$ cat src/pkg/hcm_pkg.sv
// package for the hub configuration method selector
package hcm_pkg;

    // ***************************************************************
    // register map, byte addresses
    // ***************************************************************
    localparam logic [7:0] HCM_ADDR_CTRL   = 8'h00;
    localparam logic [7:0] HCM_ADDR_STATUS = 8'h04;
    localparam logic [7:0] HCM_ADDR_INFO   = 8'h08;

    // ***************************************************************
    // field positions
    // ***************************************************************
    localparam int HCM_CTRL_RELATCH  = 0;    // write 1: re-sample straps (pulse)
    localparam int HCM_CTRL_STRAPOVR = 1;    // force strap values from ctrl bits
    localparam int HCM_CTRL_OVR_HI   = 2;
    localparam int HCM_CTRL_OVR_LO   = 3;
    localparam int HCM_ST_METHOD     = 0;    // [1:0]
    localparam int HCM_ST_EXTCLK     = 2;
    localparam int HCM_ST_LOCALPWR   = 3;
    localparam int HCM_ST_SELFPWR    = 4;
    localparam int HCM_ST_GANGED     = 5;
    localparam int HCM_ST_LATCHED    = 6;
    localparam int HCM_INFO_SLVADDR  = 0;    // [6:0]

    // ***************************************************************
    // constants and timing
    // ***************************************************************
    localparam logic [6:0]  HCM_SLAVE_ADDR  = 7'h2c;   // 0101100
    localparam int          HCM_REF_MHZ     = 24;
    localparam int          HCM_CLK_MHZ     = 20;
    localparam int          HCM_RST_MIN_NS  = 1000;    // 1us least reset pulse
    localparam int          HCM_CLK_NS      = 1000 / HCM_CLK_MHZ;
    localparam int          HCM_RST_MIN_CYC = (HCM_RST_MIN_NS + HCM_CLK_NS - 1) / HCM_CLK_NS;
    localparam logic [31:0] HCM_CTRL_RESET  = 32'h0000_0000;

    // ***************************************************************
    // types
    // ***************************************************************
    typedef enum logic [1:0]
    {
        HCM_METHOD_SMBUS,
        HCM_METHOD_DEFAULT,
        HCM_METHOD_EEPROM
    } hcm_method_t;

    typedef struct packed
    {
        logic [31:0] haddr;
        logic [1:0]  htrans;
        logic        hwrite;
        logic [2:0]  hsize;
        logic        hsel;
        logic        hready;
    } hcm_ahb_req_t;

    typedef struct packed
    {
        logic [31:0] hrdata;
        logic        hreadyout;
        logic        hresp;
    } hcm_ahb_rsp_t;

    typedef struct packed
    {
        logic selfpowered;
        logic ganged_sense;
    } hcm_power_t;

endpackage

$ cat src/design/hcm_strap_sync.sv
// three-stage pin synchroniser with second/third agreement
`timescale 1ns/1ns
module hcm_strap_sync
#(
    parameter int W = 4
)
(
    // clock and reset
    input  wire logic         hclk,
    input  wire logic         hresetn,
    // pin side
    input  wire logic [W-1:0] pin_in,
    // synchronous side
    output logic      [W-1:0] pin_out
);
    logic [W-1:0] s1_q;
    logic [W-1:0] s2_q;
    logic [W-1:0] s3_q;
    logic [W-1:0] out_q;
    logic [W-1:0] out_d;

    // stable bits follow once stages two and three agree
    assign out_d   = (~(s2_q ^ s3_q) & s3_q) | ((s2_q ^ s3_q) & out_q);
    assign pin_out = out_q;

    // shift chain
    always_ff @(posedge hclk or negedge hresetn)
    begin
        if (!hresetn)
        begin
            s1_q  <= '0;
            s2_q  <= '0;
            s3_q  <= '0;
            out_q <= '0;
        end
        else
        begin
            s1_q  <= pin_in;
            s2_q  <= s1_q;
            s3_q  <= s2_q;
            out_q <= out_d;
        end
    end
endmodule

$ cat src/design/hcm_top.sv
// hub configuration method selector with ahb-lite status port
//
// The AHB-Lite slave port and the register addresses were chosen for this implementation.
`timescale 1ns/1ns
// Behaviour
// - strap_hi low selects management-bus slave mode at address 0101100 regardless of strap_lo.
// - strap_hi high and strap_lo low selects the internal default configuration from straps.
// - both straps high selects loading from an external two-wire serial memory.
// - the device runs from a 24 MHz reference from crystal or external clock.
// - ext_clock_select low uses the crystal, high takes the clock from osc_in_pin.
// - local_power_present low means bus power only, high means local power available.
// - the straps are sampled on the fifth clock edge after reset release, once the synchroniser has settled; method_valid stays low until then.
// - in default mode local power gives self-powered ganged sensing, else bus-powered none.
module hcm_top
    import hcm_pkg::*;
(
    // clock and reset
    input  wire logic          hclk,
    input  wire logic          hresetn,
    // ahb-lite slave
    input  wire hcm_pkg::hcm_ahb_req_t ahb_req,
    input  wire logic [31:0]   hwdata,
    output hcm_pkg::hcm_ahb_rsp_t      ahb_rsp,
    // strap and detect pins
    input  wire logic          config_method_strap_hi,
    input  wire logic          config_method_strap_lo,
    input  wire logic          ext_clock_select,
    input  wire logic          local_power_present,
    // configuration outputs
    output hcm_pkg::hcm_method_t       method,
    output logic               method_valid,
    output logic               smbus_slave_en,
    output logic [6:0]         smbus_slave_addr,
    output logic               eeprom_load_en,
    output logic               use_defaults,
    output logic               osc_use_crystal,
    output hcm_pkg::hcm_power_t        power_cfg
);
    import hcm_pkg::*;

    // ***************************************************************
    // pin synchronisation
    // ***************************************************************
    logic [3:0] pins_s;
    logic       s_hi;
    logic       s_lo;
    logic       s_ext;
    logic       s_pwr;

    hcm_strap_sync #(.W(4)) u_sync
    (
        .hclk    (hclk),
        .hresetn (hresetn),
        .pin_in  ({config_method_strap_hi, config_method_strap_lo, ext_clock_select, local_power_present}),
        .pin_out (pins_s)
    );

    assign s_hi  = pins_s[3];
    assign s_lo  = pins_s[2];
    assign s_ext = pins_s[1];
    assign s_pwr = pins_s[0];

    // ***************************************************************
    // method decode
    // ***************************************************************
    function automatic hcm_method_t decode_method(input logic hi, input logic lo);
        hcm_method_t m;
        m = HCM_METHOD_SMBUS;
        if (!hi)
            m = HCM_METHOD_SMBUS;
        else if (!lo)
            m = HCM_METHOD_DEFAULT;
        else
            m = HCM_METHOD_EEPROM;
        return m;
    endfunction

    // ***************************************************************
    // strap latch after reset release
    // ***************************************************************
    localparam int SETTLE = 5;                     // three sync stages, agreement stage, latch edge
    logic [2:0]   settle_q;
    logic         latched_q;
    hcm_method_t  method_q;
    logic         relatch_q;
    logic         ovr_en_q;
    logic         ovr_hi_q;
    logic         ovr_lo_q;
    logic         take;
    logic         eff_hi;
    logic         eff_lo;

    assign eff_hi = ovr_en_q ? ovr_hi_q : s_hi;
    assign eff_lo = ovr_en_q ? ovr_lo_q : s_lo;
    assign take   = (!latched_q && (settle_q == 3'(SETTLE - 1))) || relatch_q;

    // settle counter runs once after release
    always_ff @(posedge hclk or negedge hresetn)
    begin
        if (!hresetn)
            settle_q <= '0;
        else if (settle_q != 3'(SETTLE - 1))
            settle_q <= settle_q + 3'h1;
    end

    // latch straps once after release or on a relatch write, otherwise hold until next reset
    always_ff @(posedge hclk or negedge hresetn)
    begin
        if (!hresetn)
        begin
            latched_q <= 1'b0;
            method_q  <= HCM_METHOD_SMBUS;
        end
        else if (take)
        begin
            latched_q <= 1'b1;
            method_q  <= decode_method(eff_hi, eff_lo);
        end
    end

    // ***************************************************************
    // clock and power selection
    // ***************************************************************
    logic pwr_q;
    logic ext_q;

    // live levels of clock select and power detect
    always_ff @(posedge hclk or negedge hresetn)
    begin
        if (!hresetn)
        begin
            pwr_q <= 1'b0;
            ext_q <= 1'b0;
        end
        else
        begin
            pwr_q <= s_pwr;
            ext_q <= s_ext;
        end
    end

    // outputs
    assign method           = method_q;
    assign method_valid     = latched_q;
    assign smbus_slave_en   = latched_q && (method_q == HCM_METHOD_SMBUS);
    assign smbus_slave_addr = HCM_SLAVE_ADDR;
    assign eeprom_load_en   = latched_q && (method_q == HCM_METHOD_EEPROM);
    assign use_defaults     = latched_q && (method_q == HCM_METHOD_DEFAULT);
    assign osc_use_crystal  = !ext_q;
    assign power_cfg.selfpowered  = use_defaults && pwr_q;
    assign power_cfg.ganged_sense = use_defaults && pwr_q;

    // ***************************************************************
    // ahb-lite slave, zero wait state
    // ***************************************************************
    logic        dp_valid_q;
    logic        dp_write_q;
    logic [7:0]  dp_addr_q;
    logic [31:0] rdata_q;
    logic [31:0] rdata_d;
    logic        ap_take;
    logic        wr_ctrl;
    logic [31:0] status_w;

    assign ap_take = ahb_req.hsel && ahb_req.hready && ahb_req.htrans[1];
    assign wr_ctrl = dp_valid_q && dp_write_q && (dp_addr_q == HCM_ADDR_CTRL);
    assign status_w = {25'h0, latched_q, power_cfg.ganged_sense, power_cfg.selfpowered,
                       pwr_q, ext_q, method_q};
    assign rdata_d = (ahb_req.haddr[7:0] == HCM_ADDR_CTRL)   ? {28'h0, ovr_lo_q, ovr_hi_q, ovr_en_q, 1'b0} :
                     (ahb_req.haddr[7:0] == HCM_ADDR_STATUS) ? status_w :
                     (ahb_req.haddr[7:0] == HCM_ADDR_INFO)   ? {25'h0, HCM_SLAVE_ADDR} : 32'h0;
    assign ahb_rsp.hrdata    = rdata_q;
    assign ahb_rsp.hreadyout = 1'b1;
    assign ahb_rsp.hresp     = 1'b0;

    // address phase capture
    always_ff @(posedge hclk or negedge hresetn)
    begin
        if (!hresetn)
        begin
            dp_valid_q <= 1'b0;
            dp_write_q <= 1'b0;
            dp_addr_q  <= '0;
            rdata_q    <= '0;
        end
        else if (ahb_req.hready)
        begin
            dp_valid_q <= ap_take;
            dp_write_q <= ahb_req.hwrite;
            dp_addr_q  <= ahb_req.haddr[7:0];
            rdata_q    <= (ap_take && !ahb_req.hwrite) ? rdata_d : 32'h0;
        end
    end

    // control register write
    always_ff @(posedge hclk or negedge hresetn)
    begin
        if (!hresetn)
        begin
            relatch_q <= HCM_CTRL_RESET[HCM_CTRL_RELATCH];
            ovr_en_q  <= HCM_CTRL_RESET[HCM_CTRL_STRAPOVR];
            ovr_hi_q  <= HCM_CTRL_RESET[HCM_CTRL_OVR_HI];
            ovr_lo_q  <= HCM_CTRL_RESET[HCM_CTRL_OVR_LO];
        end
        else
        begin
            relatch_q <= wr_ctrl && hwdata[HCM_CTRL_RELATCH];
            if (wr_ctrl)
            begin
                ovr_en_q <= hwdata[HCM_CTRL_STRAPOVR];
                ovr_hi_q <= hwdata[HCM_CTRL_OVR_HI];
                ovr_lo_q <= hwdata[HCM_CTRL_OVR_LO];
            end
        end
    end
endmodule

$ cat config.mk
export PLATFORM = sky130hd
export DESIGN_NAME = hcm_top
export DESIGN_NICKNAME = d
export VERILOG_FILES = /design/src/pkg/hcm_pkg.sv /design/src/design/hcm_strap_sync.sv /design/src/design/hcm_top.sv
export SDC_FILE = /design/constraint.sdc
export NUM_CORES = 1
export LEC_CHECK = 0
export ABC_AREA = 1
export BUFFER_PORTS_ARGS = -buffer_cell sky130_fd_sc_hd__buf_2
export CAP_MARGIN = 40
export CORE_MARGIN = 2
export CORE_UTILIZATION = 45
export CTS_CLUSTER_DIAMETER = 40
export DETAILED_ROUTE_END_ITERATION = 8
export PLACE_DENSITY = 0.84
export SLEW_MARGIN = 10
export SYNTH_ARGS = -nofsm -noshare
export SYNTH_HDL_FRONTEND = slang
export SYNTH_SLANG_ARGS = --single-unit
$ cat constraint.sdc
create_clock -name hclk -period 3.1 [get_ports hclk]
set_input_delay 0.31 -clock hclk [delete_from_list [all_inputs] [get_ports hclk]]
set_output_delay 0.31 -clock hclk [all_outputs]
set_load 0.1 [all_outputs]
==> reports/qor.yml, run 1 <==
status: "finished clean"
ys_warn_count: 0
synth.avg_cell_area_um2: 9.502
vdd_ir_drop_max_mv: 0.3298
fp.dieArea_um2: 5139
synth_top_cell_by_area: "dfrtp_1"
die_w_um: 71.69
dp_slack_ps: 1543
die_h_um: 71.69
r2r_slack_ps: 1820
ant_nets: 0
fin_hold_ws_ps: 112.2
avgViaCountPerCell: 4.457
cts_root_buffer: "clkbuf_8"
cp.arrival_ps: 1570
grt_start_max_net_pins: 31
track_usage_pct: 13.77
synth_cell_types: 23
netlist.area_leader.share_pct: 54.61
ys_seq_elements: 45
netlist_instances: 217
antenna_found_initial: 0
synth.yosys.seq_area_share_pct: 54.61
portBuffers: 37
multi_input_area_um2: 694.4
ios: 128
final.fill_count: 397
setup_viol: 0
hold_viol: 0
cts.repair.resized: 0
synth_edf_count: 0
first_pass_iters: 4
hold_buffers: 1
worstPathRequired_ps: 2790
start_util_pct: 47.03
finClkSkew_ps: 7.002
cts_buffer_depth: 2
rows: 24
area_delta_synth_final_pct: 12.08
gr-total-overflow: 0
clk_pin_slew_ps: 80
endpoint_kind: "output port"
nets: 338
cts_tree: "built"
hp-class: "input pin to flop"
regArea_um2: 1126
power.leakage_nw: 1.257
yosys-top-cells-area: "dfrtp_1 (55%), buf_4 (13%), nand2_1 (8.0%)"
routabilityCongestion: 0.8386
first_global_vias: 1251
p_per_area_nw_per_um2: 681.4
report.final.slew_viol_count: 0
n_antenna_cell: 0
cts_sinks: 45
synthArstFlopShare_pct: 100.0
avgRoutedWirePerCell_um: 10.71
drive_gt1_share_pct: 22.78
synth_area_um2: 2062
critPathLaunchType: "flop"
cts_buffers: 5
hpwl_um: 2548
fmax_mhz: 531.4
ys.flop_type: "dfrtp_1"
rsz0062_at_grt: "no"
crit_type: "flop to output port"
drt-total-wl_um: 3331
max_cap_viol_count: 0
power_mw: 1.575
vias: 1386
h-tree-depth: 2
instances_no_fill: 311
insertion_delay_ps: 300
synth.most_common_cell: "dfrtp_1"
cts_setup_buffers: 0
grt_pass1_wl_um: 5402
design.core.area_um2: 4384
post-route-period-util_pct: 60.70
drc: 0
layout_setup_ws_ps: 1218
crit_fanout: 5
placed_cells: 302
drt_iter0_markers: 145
fin_crit_ps: 1882
synthTopCellsByCount: "dfrtp_1 (45), nand2_1 (44), buf_4 (35), inv_1 (24), nand3_1 (18)"
flip-flops by register name, indices dropped and copies added (netlist names), named ones only:
signal,count
method_valid,1
ovr_hi_q,1
dp_write_q,1
pwr_q,1
dp_addr_q,8
ovr_lo_q,1
u_sync.s1_q,4
settle_q,3
relatch_q,1
ext_q,1
rdata_q,7
ovr_en_q,1
method,2
u_sync.s3_q,4
dp_valid_q,1
u_sync.s2_q,4
cell type report:
cell class	instances	share of cell area [%]
Sequential cell	45	48.73
Multi-Input combinational cell	142	30.05
Inverter	25	4.061
Clock inverter	1	1.299
Clock buffer	7	3.736
Tap cell	52	2.815
Timing Repair Buffer	39	9.312
through the flow:
stage / cell area [um2] / setup TNS [ps] / util (%)
2_1_floorplan: 2187 / -886.3 / -
3_3_place_gp: 2165 / 0 / 49.37
3_5_place_dp: 2185 / 0 / 49.83
4_1_cts: 2311 / 0 / 52.71
5_1_grt: 2311 / 0 / 52.71
6_report: 2311 / 0 / 52.71
power breakdown:
part,total [mW],internal [mW],leakage (nW),switching [mW]
sequential,0.655,0.626,0.543,0.0289
clock,0.453,0.263,0.0585,0.191
combinational,0.467,0.0551,0.656,0.412
cells in the final DEF (no fill, tap or decap), drive strengths merged:
master	instances
nand2	46
dfrtp	45
buf	38
conb	34
inv	25
nand3	18
o21ai	14
nor2	10
clkbuf	7
nor3	5
maj3	4
nand4	3
xnor2	2
ha	2
o21bai	1
or2	1
xor2	1
o22ai	1
bufinv	1
dlygate4sd3	1
cell families after synthesis:
logic type / after synthesis / share of synthesized area (%)
flip-flops: 45 / 54.61
buffers and inverters: 62 / 17.78
AND/OR/NAND/NOR: 83 / 18.20
AO/OA/AOI/OAI: 16 / 4.612
other: 2 / 0.3642
adder cells (fa/ha/maj): 6 / 3.155
XOR/XNOR: 3 / 1.275
routing by layer:
metal  up-vias  track usage [%]  part of all wire [%]
met3         7            3.797                   7.3
met2        59            22.02                    48
li1        693                -                     -
met1       627            17.11                    43
met4         0            7.128                   2.0
met5         -                0                     0
final timing paths:
path,depth (start not counted),from,end
min in group asynchronous,2,hresetn,u_sync.s1_q[0]
hold reg to reg,0,u_sync.s1_q[1],u_sync.s2_q[1]
setup reg to reg,5,settle_q[0],method_valid
setup / recovery,4,method[1],power_cfg[1]
hold / removal,1,config_method_strap_hi,u_sync.s1_q[3]
max in group asynchronous,3,hresetn,ovr_hi_q
critical path: stages, from the launching register on:
cell	delay [ps]
dfrtp_1	440
inv_1	130
nand4_1	170
inv_1	110
buf_2	420
No activity file was read; power rests on OpenSTA's default activity.
==> run 2: changes to the inputs <==
--- a/config.mk
+++ b/config.mk
@@ -9,10 +9,10 @@
 export BUFFER_PORTS_ARGS = -buffer_cell sky130_fd_sc_hd__buf_2
 export CAP_MARGIN = 40
 export CORE_MARGIN = 2
-export CORE_UTILIZATION = 45
+export CORE_UTILIZATION = 38
 export CTS_CLUSTER_DIAMETER = 40
 export DETAILED_ROUTE_END_ITERATION = 8
-export PLACE_DENSITY = 0.84
+export PLACE_DENSITY = 0.75
 export SLEW_MARGIN = 10
 export SYNTH_ARGS = -nofsm -noshare
 export SYNTH_HDL_FRONTEND = slang
==> constraint.sdc (replaced) <==
create_clock -name hclk -period 1.6 [get_ports hclk]
set_input_delay 0.16 -clock hclk [delete_from_list [all_inputs] [get_ports hclk]]
set_output_delay 0.16 -clock hclk [all_outputs]
set_load 0.1 [all_outputs]
==> reports/qor.yml, run 2 (same netlist as run 1, synthesis figures left out) <==
status: "finished clean"
multi_input_area_um2: 723.2
report.final.slew_viol_count: 0
internal_power_mw: 1.918
vias: 1392
final.fill_count: 486
critPathLaunch: "method[1]"
cp_slowest_cell: "dfrtp_4"
finClkSkew_ps: 11.82
routabilityCongestion: 0.7889
track_usage_pct: 12.93
drt_iter0_markers: 124
layout_common_cells: "nand2_1 (44), dfrtp_1 (42), conb_1 (34)"
final_common_cell: "nand2_1"
drc: 0
drive_gt1_share_pct: 26.32
insertion_delay_ps: 310
clk_pin_slew_ps: 90
fmax_mhz: 648.3
power.leakage_nw: 1.295
switching_share_pct: 40.41
ant_nets: 0
cp.arrival_ps: 1380
power.switching_mw: 1.300
hold_viol: 0
grt_pass1_wl_um: 5975
first_pass_iters: 4
placed_cells: 321
cts_sinks: 45
drt-total-wl_um: 3494
post-route-period-util_pct: 96.40
hpwl_um: 2675
r2r-end: "method_valid"
portBuffers: 37
endpoint_kind: "output port"
p_per_area_nw_per_um2: 1279
path_cells: "buf_4 > nor3_4 > buf_12"
cts_root_buffer: "clkbuf_8"
power_frac_comb_pct: 33.2
endpoint: "use_defaults"
dpl_cell_area_um2: 2336
rows: 26
n_antenna_cell: 0
p_seq_share_pct: 39.7
fin_crit_ps: 1542
crit_type: "flop to output port"
clkPwrFrac_pct: 27.1
gr-total-overflow: 0
hp-class: "input pin to flop"
worstPathRequired_ps: 1440
instances_no_fill: 336
avgRoutedWirePerCell_um: 10.40
rr_worst_depth: 5
max_stage_delay_ps: 500
design.core.area_um2: 5172
h-tree-depth: 2
cts_buffer_depth: 2
die_w_um: 77.67
max_cap_viol_count: 0
largest_registers: "dp_addr_q x8, rdata_q x7"
r2r_slack_ps: 290
antenna_found_initial: 0
layout_setup_ws_ps: 57.58
cts_tree: "built"
grt_start_max_net_pins: 25
avgViaCountPerCell: 4.143
top_register: "dp_addr_q"
fin_area_um2: 2516
first_global_vias: 1387
nets: 345
largest_reg_flops: 8
vdd_ir_drop_max_mv: 0.6188
rr_startpoint: "settle_q[0]"
setup_viol: 0
cts.repair.resized: 0
ios: 128
area_delta_synth_final_pct: 22.03
rsz0062_at_grt: "yes"
die_h_um: 77.67
critPathLaunchType: "flop"
crit_fanout: 3
cts_buffers: 5
dp_slack_ps: 303.2
fp.dieArea_um2: 6032
start_util_pct: 39.86
regArea_um2: 1137
run 2: power by group through the flow:
| stage | clock network (mW) | logic, mW | registers, mW |
|---|---|---|---|
| after floorplan | 0 | 0.786 | 1.42 |
| after global placement | 0 | 1.02 | 1.31 |
| after detailed placement | 0 | 1.03 | 1.32 |
| after CTS | 0.898 | 1.06 | 1.28 |
| after global routing | 0.945 | 1.11 | 1.29 |
| final | 0.871 | 1.07 | 1.28 |
run 2: through the flow:
stage          util [%]  total power, mW  hold WS (ps)  setup TNS (ps)
2_1_floorplan         -            2.203        -135.6          -942.6
3_3_place_gp      45.16            2.335         155.1               0
3_5_place_dp      45.16            2.344         156.2               0
4_1_cts           48.50            3.241         66.97               0
5_1_grt           48.65            3.352         58.59          -57.12
6_report          48.65            3.218         72.19               0
run 2: metal layers:
metal | track usage, % | vias up | wire (um)
met5 | 0 | - | 0
met4 | 5.357 | 0 | 51
met3 | 5.349 | 5 | 227
met2 | 20.43 | 41 | 1676
met1 | 15.59 | 641 | 1539
li1 | - | 705 | -
run 2: how the worst min path moves through the flow:
stage                           endpoint        start  slack, ps  cells after the start
final                       dp_addr_q[5]  ahb_req[13]         70                      3
after CTS                   dp_addr_q[5]  ahb_req[13]         70                      3
after floorplan                async pin      hresetn       -140                      0
after detailed placement  u_sync.s1_q[1]      hresetn        160                      1
after global placement    u_sync.s1_q[1]      hresetn        160                      1
after global routing           relatch_q    hwdata[0]         60                      3
run 2: cell type report:
type,instances,area share (%)
Sequential cell,45,45.20
Clock buffer,5,2.735
Timing Repair Buffer,46,14.02
Tap cell,70,3.481
Inverter,25,3.978
Clock inverter,3,1.840
Multi-Input combinational cell,142,28.74
run 2: repair_timing:
item                       4_1_cts  5_1_grt
pin swaps                        1        0
hold endpoints to repair        25        0
hold buffers                     5        0
setup buffers                    1        1
setup endpoints to repair        2        2
gates cloned                     0        0
run 2: worst max-delay path, delay by kind of cell, from the launching register on:
kind / cells / cell delay, ps
DFF: 1 / 500
buffers and inverters: 2 / 370
and+or+nand+nor: 1 / 210
